## src/hw/itwd_consts.svh

```systemverilog
// Offsets, field positions, reset values and timing figures of the interval timer
`ifndef ITWD_CONSTS_SVH
`define ITWD_CONSTS_SVH

`define ITWD_ADR_W 8
`define ITWD_OFS_STATUS 8'h00
`define ITWD_OFS_CONTROL 8'h04
`define ITWD_OFS_PERIOD_LO 8'h08
`define ITWD_OFS_PERIOD_HI 8'h0C
`define ITWD_OFS_SNAP_LO 8'h10
`define ITWD_OFS_SNAP_HI 8'h14
`define ITWD_OFS_EVT_CLEAR 8'h18
`define ITWD_OFS_EVT_ENABLE 8'h1C

`define ITWD_ST_ZERO 0
`define ITWD_ST_RUN 1
`define ITWD_CT_IRQ_EN 0
`define ITWD_CT_CONT 1
`define ITWD_CT_START 2
`define ITWD_CT_STOP 3

`define ITWD_UNIT_CLOCKS 0
`define ITWD_UNIT_USEC 1
`define ITWD_UNIT_MSEC 2
`define ITWD_UNIT_SEC 3
`define ITWD_USEC_PER_SEC 1_000_000
`define ITWD_MSEC_PER_SEC 1_000
`define ITWD_NS_PER_SEC 1_000_000_000
`define ITWD_CLK_PERIOD_NS 20
`define ITWD_TIMEOUT_VALUE 1
`define ITWD_TIMEOUT_UNIT `ITWD_UNIT_MSEC
`define ITWD_UNMAPPED_DATA 32'h0000_0000

`endif

```

## src/hw/itwd_pkg.sv

```systemverilog
// Types shared by the interval timer and its users
package itwd_pkg;
    typedef struct packed {
        logic cyc;
        logic stb;
        logic we;
        logic [7:0] adr;
        logic [3:0] sel;
        logic [31:0] dat;
    } itwd_wb_req_s;

    typedef enum logic {
        ITWD_STOPPED,
        ITWD_RUNNING
    } itwd_run_e;

    typedef logic [31:0] itwd_count_t;
endpackage : itwd_pkg

```

## src/hw/itwd_timer.sv

```systemverilog
// Interval timer with watchdog, snapshot and pulse options behind a Wishbone slave
//
// Notes on behaviour
// - 32-bit counter and period, seen through 16-bit wide registers.
// - Control register starts, stops and enables the interrupt.
// - Control bit selects single or continuous count-down.
// - Status register shows zero event and running state.
// - Period is written as low and high halves, used combined.
// - Counter decrements; on zero it reloads from period at once.
// - Writing a snapshot register latches the whole counter coherently.
// - Zero reached with interrupt enabled raises the interrupt.
// - Pulse output high exactly one clock on each zero event.
// - Watchdog zero event asserts unmaskable reset request.
// - Timeout parameter sets the period value after reset.
// - Fixed period: no period registers, period not changeable.
// - Time units convert to smallest whole cycle count not shorter.
// - Strobe output absent (held low) when pulse option is off.
// - Watchdog comes out of reset stopped; once started never stops.
// - Watchdog period write restarts countdown; with fixed period the written value is discarded, else it loads the period.
//
// The Wishbone interface to the registers and the register addresses were decided locally.
`timescale 1ns/1ps
`default_nettype none
`include "itwd_consts.svh"

module itwd_timer #(
    parameter bit WRITEABLE_PERIOD = 1'b1,
    parameter bit READABLE_SNAPSHOT = 1'b1,
    parameter bit START_STOP = 1'b1,
    parameter bit PULSE_EN = 1'b1,
    parameter bit WATCHDOG_EN = 1'b0,
    parameter longint unsigned CLK_HZ = 64'(`ITWD_NS_PER_SEC / `ITWD_CLK_PERIOD_NS),
    parameter longint unsigned TIMEOUT_VALUE = `ITWD_TIMEOUT_VALUE,
    parameter int TIMEOUT_UNIT = `ITWD_TIMEOUT_UNIT
) (
    input wire logic clk_i,
    input wire logic rst_i,
    input wire itwd_pkg::itwd_wb_req_s wb_req_i,
    output logic [31:0] wb_dat_o,
    output logic wb_ack_o,
    output logic irq_o,
    output logic timeout_strobe_o,
    output logic reset_req_o
);
    import itwd_pkg::*;

    function automatic longint unsigned itwd_cycles(longint unsigned v, int unit);
        longint unsigned div;
        div = 64'd1;
        if (unit == `ITWD_UNIT_USEC) begin
            div = 64'(`ITWD_USEC_PER_SEC);
        end else if (unit == `ITWD_UNIT_MSEC) begin
            div = 64'(`ITWD_MSEC_PER_SEC);
        end
        if (unit == `ITWD_UNIT_CLOCKS) begin
            return v;
        end
        return (v * CLK_HZ + div - 1) / div;
    endfunction : itwd_cycles

    // Period register holds the reload value; one full period is that value plus one clock
    localparam longint unsigned PERIOD_CYCLES = itwd_cycles(TIMEOUT_VALUE, TIMEOUT_UNIT);
    localparam itwd_count_t PERIOD_RST = itwd_count_t'(PERIOD_CYCLES - 1);
    localparam itwd_run_e RUN_RST = (START_STOP || WATCHDOG_EN) ? ITWD_STOPPED : ITWD_RUNNING;

    itwd_count_t cnt_q, cnt_d;
    itwd_count_t period_q, period_d;
    itwd_count_t snap_q, snap_d;
    itwd_run_e run_q, run_d;
    logic cont_q, cont_d;
    logic irq_en_q, irq_en_d;
    logic zero_q, zero_d;
    logic ack_q, ack_d;
    logic [31:0] dat_q, dat_d;
    logic strobe_q, strobe_d;
    logic rreq_q, rreq_d;

    logic req;
    logic wr;
    logic zero_evt;
    logic [31:0] rdata;

    assign req = wb_req_i.cyc && wb_req_i.stb;
    assign wr = req && wb_req_i.we && ack_q;
    assign zero_evt = (run_q == ITWD_RUNNING) && (cnt_q == '0);

    // Bus slave: ack one cycle after the request, write commits on the acked edge
    always_comb begin
        ack_d = req && !ack_q;
        rdata = `ITWD_UNMAPPED_DATA;
        unique case (wb_req_i.adr)
            `ITWD_OFS_STATUS: begin
                rdata[`ITWD_ST_ZERO] = zero_q;
                rdata[`ITWD_ST_RUN] = (run_q == ITWD_RUNNING);
            end
            `ITWD_OFS_CONTROL: begin
                rdata[`ITWD_CT_IRQ_EN] = irq_en_q;
                rdata[`ITWD_CT_CONT] = cont_q;
            end
            `ITWD_OFS_EVT_ENABLE: begin
                rdata[`ITWD_ST_ZERO] = irq_en_q;
            end
            `ITWD_OFS_PERIOD_LO: begin
                rdata[15:0] = WRITEABLE_PERIOD ? period_q[15:0] : 16'h0000;
            end
            `ITWD_OFS_PERIOD_HI: begin
                rdata[15:0] = WRITEABLE_PERIOD ? period_q[31:16] : 16'h0000;
            end
            `ITWD_OFS_SNAP_LO: begin
                rdata[15:0] = READABLE_SNAPSHOT ? snap_q[15:0] : 16'h0000;
            end
            `ITWD_OFS_SNAP_HI: begin
                rdata[15:0] = READABLE_SNAPSHOT ? snap_q[31:16] : 16'h0000;
            end
            default: begin
                rdata = `ITWD_UNMAPPED_DATA;
            end
        endcase
        dat_d = (req && !ack_q) ? rdata : dat_q;
    end

    // Counter, period, control and event state
    always_comb begin
        logic period_wr;
        logic ctl_wr;
        period_wr = wr && wb_req_i.sel[1:0] != 2'b00
            && (wb_req_i.adr == `ITWD_OFS_PERIOD_LO || wb_req_i.adr == `ITWD_OFS_PERIOD_HI);
        ctl_wr = wr && wb_req_i.sel[0] && wb_req_i.adr == `ITWD_OFS_CONTROL;
        cnt_d = cnt_q;
        period_d = period_q;
        snap_d = snap_q;
        run_d = run_q;
        cont_d = cont_q;
        irq_en_d = irq_en_q;
        zero_d = zero_q;
        strobe_d = PULSE_EN && zero_evt;
        rreq_d = WATCHDOG_EN && zero_evt;

        if (zero_evt) begin
            cnt_d = period_q;
            if (START_STOP && !WATCHDOG_EN && !cont_q) begin
                run_d = ITWD_STOPPED;
            end
        end else if (run_q == ITWD_RUNNING) begin
            cnt_d = cnt_q - 32'h0000_0001;
        end

        if (ctl_wr) begin
            irq_en_d = wb_req_i.dat[`ITWD_CT_IRQ_EN];
            cont_d = wb_req_i.dat[`ITWD_CT_CONT];
            if (wb_req_i.dat[`ITWD_CT_STOP] && START_STOP && !WATCHDOG_EN) begin
                run_d = ITWD_STOPPED;
            end
            // Start resumes from the current count, no reload
            if (wb_req_i.dat[`ITWD_CT_START] && (START_STOP || WATCHDOG_EN)) begin
                run_d = ITWD_RUNNING;
            end
        end
        if (wr && wb_req_i.sel[0] && wb_req_i.adr == `ITWD_OFS_EVT_ENABLE) begin
            irq_en_d = wb_req_i.dat[`ITWD_ST_ZERO];
        end

        if (period_wr) begin
            if (WRITEABLE_PERIOD) begin
                if (wb_req_i.adr == `ITWD_OFS_PERIOD_LO) begin
                    if (wb_req_i.sel[0]) period_d[7:0] = wb_req_i.dat[7:0];
                    if (wb_req_i.sel[1]) period_d[15:8] = wb_req_i.dat[15:8];
                end else begin
                    if (wb_req_i.sel[0]) period_d[23:16] = wb_req_i.dat[7:0];
                    if (wb_req_i.sel[1]) period_d[31:24] = wb_req_i.dat[15:8];
                end
                cnt_d = period_d;
            end else if (WATCHDOG_EN) begin
                // Kick: written value dropped, countdown restarts
                cnt_d = period_q;
            end
        end

        if (READABLE_SNAPSHOT && wr && wb_req_i.sel[1:0] != 2'b00
            && (wb_req_i.adr == `ITWD_OFS_SNAP_LO || wb_req_i.adr == `ITWD_OFS_SNAP_HI)) begin
            snap_d = cnt_q;
        end

        // Set wins over a clear in the same cycle
        if (wr && wb_req_i.sel[0] && wb_req_i.adr == `ITWD_OFS_EVT_CLEAR
            && wb_req_i.dat[`ITWD_ST_ZERO]) begin
            zero_d = 1'b0;
        end
        if (zero_evt) begin
            zero_d = 1'b1;
        end
    end

    always_ff @(posedge clk_i) begin
        if (rst_i) begin
            cnt_q <= PERIOD_RST;
            period_q <= PERIOD_RST;
            snap_q <= '0;
            run_q <= RUN_RST;
            cont_q <= 1'b0;
            irq_en_q <= 1'b0;
            zero_q <= 1'b0;
            ack_q <= 1'b0;
            dat_q <= '0;
            strobe_q <= 1'b0;
            rreq_q <= 1'b0;
        end else begin
            cnt_q <= cnt_d;
            period_q <= period_d;
            snap_q <= snap_d;
            run_q <= run_d;
            cont_q <= cont_d;
            irq_en_q <= irq_en_d;
            zero_q <= zero_d;
            ack_q <= ack_d;
            dat_q <= dat_d;
            strobe_q <= strobe_d;
            rreq_q <= rreq_d;
        end
    end

    assign wb_ack_o = ack_q;
    assign wb_dat_o = dat_q;
    assign irq_o = zero_q && irq_en_q;
    assign timeout_strobe_o = strobe_q;
    assign reset_req_o = rreq_q;
endmodule : itwd_timer

`default_nettype wire

```

## config.mk

```make
export PLATFORM = sky130hd
export DESIGN_NAME = itwd_timer
export DESIGN_NICKNAME = d
export VERILOG_FILES = /design/src/hw/itwd_pkg.sv /design/src/hw/itwd_timer.sv
export VERILOG_INCLUDE_DIRS = /design/src /design/src/hw
export SDC_FILE = /design/constraint.sdc
export NUM_CORES = 1
export LEC_CHECK = 0
export ABC_AREA = 1
export BUFFER_PORTS_ARGS = -buffer_cell sky130_fd_sc_hd__buf_2
export CORE_AREA = 2 2 138 153
export DETAILED_ROUTE_END_ITERATION = 10
export DIE_AREA = 0 0 140 155
export RECOVER_POWER = 100
export SETUP_SLACK_MARGIN = 0.02
export SYNTH_ARGS = -nofsm -noshare
export SYNTH_HDL_FRONTEND = slang
export SYNTH_SLANG_ARGS = --single-unit
```

## constraint.sdc

```tcl
create_clock -name clk_i -period 1.6 [get_ports clk_i]
set_input_delay 0.16 -clock clk_i [delete_from_list [all_inputs] [get_ports clk_i]]
set_output_delay 0.16 -clock clk_i [all_outputs]
set_load 0.005 [all_outputs]
```

=== Yosys cells after proc, flatten, opt, wreduce, memory -nomap -nowiden ===
Cells that the tools add are included.

* Bits in registers: 118
* Latch bits: 0
* RAM bits: 0
* ROM bits: 0
* Output and inout bits: 36
* Word-level logic and storage cells: 63
* Memories: 0

* Add/sub/neg operators: 1
* Multiply operators: 0
* Divide/modulo/power cells: 0
* $lt $le $gt $ge: 0
* Equal/unequal tests: 7
* Shift-type cells: 0
* Mux-type cells: 21
* Bitwise gates (word level): 0
* Reduce and logical (&&, ||, !) cells: 24

{| class="wikitable"
|+ Operators with widths
! cell !! count
|-
| 32-bit two-way mux || 3
|-
| 14-bit case mux with 4 select lines || 1
|-
| 8-bit by 5-bit equality test with 1-bit output (second input constant) || 4
|-
| 32-bit logical NOT || 1
|-
| 16-bit two-way mux || 2
|-
| 8-bit two-way mux || 4
|-
| 32-bit by 1-bit subtractor with 32-bit output (second input constant) || 1
|-
| 8-bit by 4-bit equality test with 1-bit output (second input constant) || 2
|-
| 1-bit logical AND || 14
|-
| 1-bit case mux with 6 select lines || 2
|-
| 1-bit two-way mux || 9
|-
| 8-bit by 3-bit equality test with 1-bit output (second input constant) || 1
|-
| 8-bit logical NOT || 1
|-
| 2-bit nonzero test || 3
|-
| 3-bit nonzero test || 1
|-
| 1-bit logical OR || 2
|-
| 2-bit OR reduction || 1
|-
| 1-bit logical NOT || 1
|}

=== Logic depth before layout (Yosys ltp) ===
Gate-level depths: netlist of run 1.

* Depth in word-level cells: 8
* Depth in mapped cells: 14
* Depth with buffers taken out: 13

=== Least setup slack after synthesis of run 1 ===
Ideal clock, no wire load.

* Path type: register -> register
* From: register cnt_q[0]
* To: register cnt_q[1]
* Setup time: 0.112 ns
* Data arrival time: 1.588 ns
* Required time: 1.488 ns
* Slack: -0.101 ns
* Stages on the path, launching flop included: 15
* Path buffers: 1
* Clock period less this slack: 1.701 ns
* Cell sequence: dfxtp_1 > inv_1 > ha_1 > nand2_2 > nor2_4 > nand2_4 > nor2_8 > nand2_4 > buf_6 > nand2_1 > nand2_1 > nand2_1 > nand2_1 > nand2_1 > nand2_1

* Longest elaborated chain between the ends: 4
* Elaborated cells on any way between the ends: 7

{| class="wikitable"
|+ RTL lines
! element !! line !! source
|-
| from (decl) || itwd_timer.sv:66 || <nowiki>itwd_count_t cnt_q, cnt_d;</nowiki>
|-
| from (signal assigned) || itwd_timer.sv:208 || <nowiki>cnt_q <= cnt_d;</nowiki>
|-
| 32-bit by 1-bit subtractor with 32-bit output or 32-bit logical NOT (tied branches) || itwd_timer.sv:145, itwd_timer.sv:85 ||
|-
| 32-bit two-way mux or 1-bit logical AND (tied branches) || itwd_timer.sv:144, itwd_timer.sv:85 ||
|-
| 32-bit two-way mux || itwd_timer.sv:139 || <nowiki>if (zero_evt) begin</nowiki>
|-
| 32-bit two-way mux || itwd_timer.sv:163 || <nowiki>if (period_wr) begin</nowiki>
|}

Several ways; a longest one is shown, not always the timed one. The select of a mux whose other input is x is not followed.
A chain may end at the register's enable or synchronous reset.

=== Worst setup path in the final report of run 1 ===
* From: register cnt_q[19]
* To: register cnt_q[17]

* Longest elaborated chain between the ends: 4
* Elaborated cells on any way between the ends: 5

{| class="wikitable"
|+ RTL lines
! element !! line !! source
|-
| 32-bit logical NOT (*) || itwd_timer.sv:85 || <nowiki>assign zero_evt = (run_q == ITWD_RUNNING) && (cnt_q == '0);</nowiki>
|-
| 1-bit logical AND (*) || itwd_timer.sv:85 ||
|-
| 32-bit two-way mux || itwd_timer.sv:139 ||
|-
| 32-bit two-way mux || itwd_timer.sv:163 ||
|}

Every way passes the cells marked *; elsewhere a longest branch is shown, timed or not.

==> flow_summary.ini, run 1 <==
[layout]
stdcell_area_um2 = 10400
diodes = 0
layout_commonest_cell = nand2_1
nets = 1370
final_cells = 1589
utilization_pct = 51.2
syn_to_final_growth_pct = 49.6
final_cell_mix = 198 x nand2_1, 156 x inv_1, 149 x buf_4
layout-drive-gt1-share_pct = 36.0

[worst_setup_path]
endpoint = cnt_q[17]$_SDFFE_PP0P_
reg2reg_to = cnt_q[17]$_SDFFE_PP0P_
timing.rr.start = cnt_q[19]$_SDFFE_PP0P_
crit_path_max_fanout = 6
worst-setup-path-type = flop to flop
worstSetupEndpointType = flop
r2r_setup_slack_ps = -180
critPathBufInv = 3
crit_family = simple AND/OR/NAND/NOR gates
cp_data_arrival_time_ps = 2100
cp-start-kind = flop
reg2reg_depth = 12
slowest_delay_ps = 340
worst-path-stages = 12
critPathMostFrequentCell = nor2_4
startpoint = cnt_q[19]$_SDFFE_PP0P_
worst_path_max_delay_cell = dfxtp_1
crit_chain = nor2_4 -> nand2_4 -> nor2_4 -> nand2_2 -> nor2_8 -> nand2_8 -> buf_8 -> buf_6 -> nand4_1 -> nand3b_1 -> nand2_1 -> inv_1
cp_data_required_time_ps = 1930

[die]
start_util_pct = 34.2
design.portCount = 85
die_h_um = 155
coreArea_um2 = 20300
num_rows = 55
die_area_um2 = 21700
fp.dieW_um = 140

[drt]
first_pass_iters = 9
drt-initial-drc-count = 830
final_antenna_net_count = 0
vias_per_cell = 5.15
totalWireLength_um = 27600
drc = 6
route.vias.total = 8181
wl_per_cell_um = 17.4

[run_status]
violations = DRC, setup timing
outcome = finished, violations left

[power_and_ir_drop]
p_seq_share_pct = 43.1
clkPwrFrac_pct = 52.3
power_switching_mw = 1.78
irDropWorstVdd_mv = 0.722
p_per_area_nw_per_um2 = 658
power_leakage_nw = 4.74
total_power_mw = 6.84
comb_power_share_pct = 4.6
switching_share_pct = 26.0
p_int_mw = 5.06

[grt]
grt_max_degree = 72
antenna_found_initial = 0
overflow = 0
grt_first_pass_wirelength_um = 40900
track_usage_pct = 24.5
grt_pass1_vias = 7571

[synth]
yosysTopAreaCell = dfxtp_1
synth-main-ff-cell = dfxtp_1
synth_top_area_share_pct = 34.0
netlist_instances = 1104
ys_ff_latch = 118
syn_area_per_cell_um2 = 6.29
synth_edf_count = 0
postSynth.asyncResetShare_pct = 0
yosysUniqueCellTypes = 36
syn_area_um2 = 6950
ys.warnings.count = 0
synth-seq-area-share_pct = 34.0
synthTopCellsByArea = dfxtp_1 34%, nand2_1 12%, inv_1 9.0%, nor2_1 6.9%, a21oi_1 6.3%

[place]
placement.io_buffers = 49
placed_area_um2 = 8580
dp_hpwl_um = 18800
dp_cells = 1526
place.gp.congestion = 0.915

[cts]
cts_buffers = 17
clock-sinks = 118
clock_latency_ps = 430
cts_buffer_depth = 2
hold_buffers = 0
htreeDepth = 4
cts_root_buffer = clkbuf_16
cts_tree = done
clk_pin_slew_ps = 60

[sta]
fin_ws_ps = -176
drv_slew = 0
period_needed_ps = 1780
setup-tns-final_ps = -4680
setup-violations-final = 68
fin_crit_sh_pct = 111
fin_skew_ps = 8.75
rsz0062_at_grt = true
final-hold-violation-count = 0
slew_headroom_pct = 59.6
worst_pin_slew_ps = 606
timing.fmax_ghz = 0.563

[worst_hold_path]
holdCritPathClass = input port to flop

[run]
max_cap_viol_count = 0
## registers in the layout (all words and copies together) (netlist names)
register          count
wb_dat_o             16
timeout_strobe_o      1
period_q             32
run_q                 1
wb_ack_o              1
snap_q               32
cont_q                1
irq_en_q              1
cnt_q                32
zero_q                1
## cell type report
class	count	area [µm²]
fillers	1946	9910
multi-input cells	762	4330
flip-flops and latches	118	2370
repair buffers	249	2160
inverters	172	672
clock buffers	17	425
well taps	256	320
clock inverters	15	118
## worst min-delay path by stage
stage | to | slack (ps) | cells after the start | start
2_1_floorplan | run_q$_SDFF_PP0_ | 310 | 2 | wb_req_i[2]
3_3_place_gp | snap_q[8]$_SDFFE_PP0P_ | 440 | 2 | snap_q[8]$_SDFFE_PP0P_
3_5_place_dp | snap_q[28]$_SDFFE_PP0P_ | 450 | 2 | snap_q[28]$_SDFFE_PP0P_
4_1_cts | period_q[3]$_SDFFE_PP1P_ | 20 | 3 | wb_req_i[3]
5_1_grt | run_q$_SDFF_PP0_ | 40 | 3 | wb_req_i[2]
6_report | period_q[3]$_SDFFE_PP1P_ | 20 | 3 | wb_req_i[3]
## per-layer routing
metal,share of wire [%],track usage [%]
met5,0,0
met4,5.1,12.0
met3,7.3,5.69
met2,46,39.7
met1,41,30.8
## synthesized netlist by cell type (9+ instances only)
cell type / count
o21ai_0: 85
nor2_2: 12
inv_1: 167
buf_4: 20
a21oi_1: 87
o22ai_1: 27
o21ai_1: 22
dfxtp_1: 118
nand2_1: 226
nand2_2: 9
clkbuf_1: 26
buf_2: 16
nand4_1: 15
nor2_1: 128
nand3_1: 86
xor2_1: 11
## kinds of logic after synthesis
| kind of cell | Yosys count | synth area share (%) |
|---|---|---|
| AND/OR/NAND/NOR | 494 | 31.1 |
| buffers and inverters | 240 | 14.8 |
| other | 1 | 0.0540 |
| adder cells (fa/ha/maj) | 1 | 0.180 |
| XOR/XNOR | 16 | 2.02 |
| flip-flops | 118 | 34.0 |
| AO/OA/AOI/OAI | 234 | 17.9 |
## worst register-to-register path: cells and delay by family, from the launching register on
kind,cells,cell delay [ps]
flip-flops,1,340
buffers and inverters,3,320
AND/OR/NAND/NOR,9,1040
## what timing repair did
item / in CTS / in global routing
gates resized for setup: 87 / 196
setup buffers: 15 / 7
gates cloned: 3 / 7
setup endpoints to repair: 38 / 88
pin swaps: 35 / 51
endpoints found under the hold margin: 0 / 0
## per-stage QoR
step	setup WS, ps	hold WS [ps]
after global placement	-188	437
after floorplan	28.4	307
after detailed placement	-211	446
after CTS	-144	17.6
final	-176	24.1
after global routing	-255	37.2
## power by group through the flow
| stage | combinational [mW] | clock (mW) | sequential, mW |
|---|---|---|---|
| final | 0.316 | 3.58 | 2.94 |
| after global routing | 0.345 | 3.74 | 2.94 |
| after CTS | 0.277 | 3.60 | 2.95 |
| after detailed placement | 0.274 | 0 | 3.01 |
| after global placement | 0.273 | 0 | 3.01 |
| after floorplan | 0.165 | 0 | 3.01 |
No activity file was read; power rests on OpenSTA's default activity.
==> run 2, diff against run 1 <==
--- a/config.mk
+++ b/config.mk
@@ -8,9 +8,12 @@
 export LEC_CHECK = 0
 export ABC_AREA = 1
 export BUFFER_PORTS_ARGS = -buffer_cell sky130_fd_sc_hd__buf_2
+export CELL_PAD_IN_SITES_DETAIL_PLACEMENT = 1
+export CELL_PAD_IN_SITES_GLOBAL_PLACEMENT = 1
 export CORE_AREA = 2 2 138 153
 export DETAILED_ROUTE_END_ITERATION = 10
 export DIE_AREA = 0 0 140 155
+export PLACE_DENSITY_LB_ADDON = 0.1
 export RECOVER_POWER = 100
 export SETUP_SLACK_MARGIN = 0.02
 export SYNTH_ARGS = -nofsm -noshare
==> constraint.sdc (replaced) <==
create_clock -name clk_i -period 1.85 [get_ports clk_i]
set_input_delay 0.185 -clock clk_i [delete_from_list [all_inputs] [get_ports clk_i]]
set_output_delay 0.185 -clock clk_i [all_outputs]
set_load 0.005 [all_outputs]
==> run 2 against run 1 <==
- the flow finishes with violations (DRC)
- critical endpoint is now cnt_q[29]$_SDFFE_PP0P_
- clock power is essentially flat
- via count is 4.2% lower
- fmax down 1.9%
- final area fell by 12%
- first-iteration DRC count is 36% lower
- largest cell class unchanged
==> flow_summary.ini, run 2 (same netlist as run 1, synthesis figures left out) <==
[run_status]
outcome = finished, violations left
violations = DRC

[run]
max_cap_viol_count = 0

[sta]
setup-violations-final = 0
final-hold-violation-count = 0
worst_pin_slew_ps = 681
period_needed_ps = 1810
drv_slew = 0
slew_headroom_pct = 54.6
fin_crit_sh_pct = 97.8
fin_skew_ps = 9.69
timing.fmax_ghz = 0.552

[layout]
final_cells = 1510
syn_to_final_growth_pct = 32.2
nets = 1292
multi_input_area_um2 = 3830
utilization_pct = 45.2
final_cell_mix = 219 x nand2_1, 161 x inv_1, 112 x dfxtp_1
reg.largest.list = cnt_q (32), period_q (32), snap_q (32)
layout-drive-gt1-share_pct = 22.9
stdcell_area_um2 = 9180
diodes = 0
layout_commonest_cell = nand2_1
final-seq-area_um2 = 2370
fillCellCount = 2690

[power_and_ir_drop]
irDropWorstVdd_mv = 0.643
power_leakage_nw = 4.27
p_per_area_nw_per_um2 = 695

[cts]
clock_latency_ps = 430
cts_buffers = 17
cts_tree = done
htreeDepth = 4
cts_root_buffer = clkbuf_16
hold_buffers = 0
clock-sinks = 118
clk_pin_slew_ps = 60
cts_buffer_depth = 2

[grt]
track_usage_pct = 26.6
overflow = 0
grt_pass1_vias = 7751
grt_first_pass_wirelength_um = 43900
antenna_found_initial = 0
grt_max_degree = 48

[drt]
route.vias.total = 7841
final_antenna_net_count = 0
drt-initial-drc-count = 533
drc = 5
wl_per_cell_um = 19.8
totalWireLength_um = 29900
vias_per_cell = 5.19
first_pass_iters = 8

[worst_setup_path]
crit_path_max_fanout = 4
slowest_delay_ps = 340
worst_path_max_delay_cell = dfxtp_1
critPathBufInv = 2
cp_data_arrival_time_ps = 2160
crit_family = simple AND/OR/NAND/NOR gates
worstSetupEndpointType = flop
cp_data_required_time_ps = 2200
r2r_setup_slack_ps = 40
critPathMostFrequentCell = nand2_1
worst-setup-path-type = flop to flop
cp-start-kind = flop
crit_chain = buf_4 -> nor2_1 -> nand2_1 -> nor2_1 -> inv_1 -> nor2_1 -> nand2_1 -> nand2_1 -> nand3_1 -> nand2_1 -> nand2_1 -> a21oi_2

[die]
start_util_pct = 34.2
die_h_um = 155
coreArea_um2 = 20300
design.portCount = 85
num_rows = 55
fp.dieW_um = 140
die_area_um2 = 21700

[place]
placement.io_buffers = 49
dp_cells = 1464
place.gp.congestion = 0.905
dp_hpwl_um = 21700
placed_area_um2 = 8120

[worst_hold_path]
holdCritPathClass = input port to flop
run 2: cell types whose count changed in the layout (fill, tap and decap cells not counted), moves of 14 or more:
cell     delta
buf_4      -54
buf_6      -19
nand3_1    +25
nor2_4     -14
nand2_2    -17
nand3_2    -20
a21oi_1    +18
a21oi_2    -18
nor2_1     +22
nand2_1    +21
run 2: final timing paths:
| kind | startpoint | endpoint | cells after the start |
|---|---|---|---|
| hold / removal | wb_req_i[2] | run_q$_SDFF_PP0_ | 3 |
| hold reg to reg | snap_q[10]$_SDFFE_PP0P_ | snap_q[10]$_SDFFE_PP0P_ | 2 |
| setup reg to reg | cnt_q[16]$_SDFFE_PP0P_ | cnt_q[29]$_SDFFE_PP0P_ | 12 |
| setup / recovery | cnt_q[16]$_SDFFE_PP0P_ | cnt_q[29]$_SDFFE_PP0P_ | 12 |
run 2: final cells by class:
cell class                      instances  area share [%]
Clock buffer                           19            4.82
Clock inverter                         12            1.93
Inverter                              172            7.14
Multi-Input combinational cell        762            41.7
Sequential cell                       118            25.8
Tap cell                              256            3.49
Timing Repair Buffer                  171            15.1
run 2: per-stage QoR:
stage	power [mW]	setup WS (ps)	hold slack [ps]	setup TNS (ps)
floorplan	2.75	149	332	0
global placement	2.84	-6.24	439	-6.24
detailed placement	2.84	-35.7	447	-198
CTS	6.42	-13.4	42.8	-32.8
global route	6.56	-48.1	71.0	-121
finish	6.39	40.0	53.0	0
run 2: worst min-delay path: cells and delay by family:
family | cells | cell delay [ps]
compound gates | 1 | 60
buf+inv | 1 | 120
simple gates | 1 | 60
run 2: report_power, final:
group          internal (mW)  switching, mW  total, mW
sequential              2.55        0.00247       2.55
combinational         0.0780          0.169      0.247
clock                   2.28           1.31       3.59
run 2: what timing repair did:
item / in CTS / in global routing
pin swaps: 1 / 15
cloned: 0 / 7
resized for setup: 6 / 118
setup endpoints to repair: 28 / 55
hold endpoints to repair: 0 / 0
setup buffers: 1 / 7
run 2: layer usage:
metal | part of all wire, % | GRT usage, %
met5 | 0 | 0
met4 | 3.5 | 9.72
met3 | 3.4 | 3.42
met2 | 49 | 47.1
met1 | 44 | 33.1
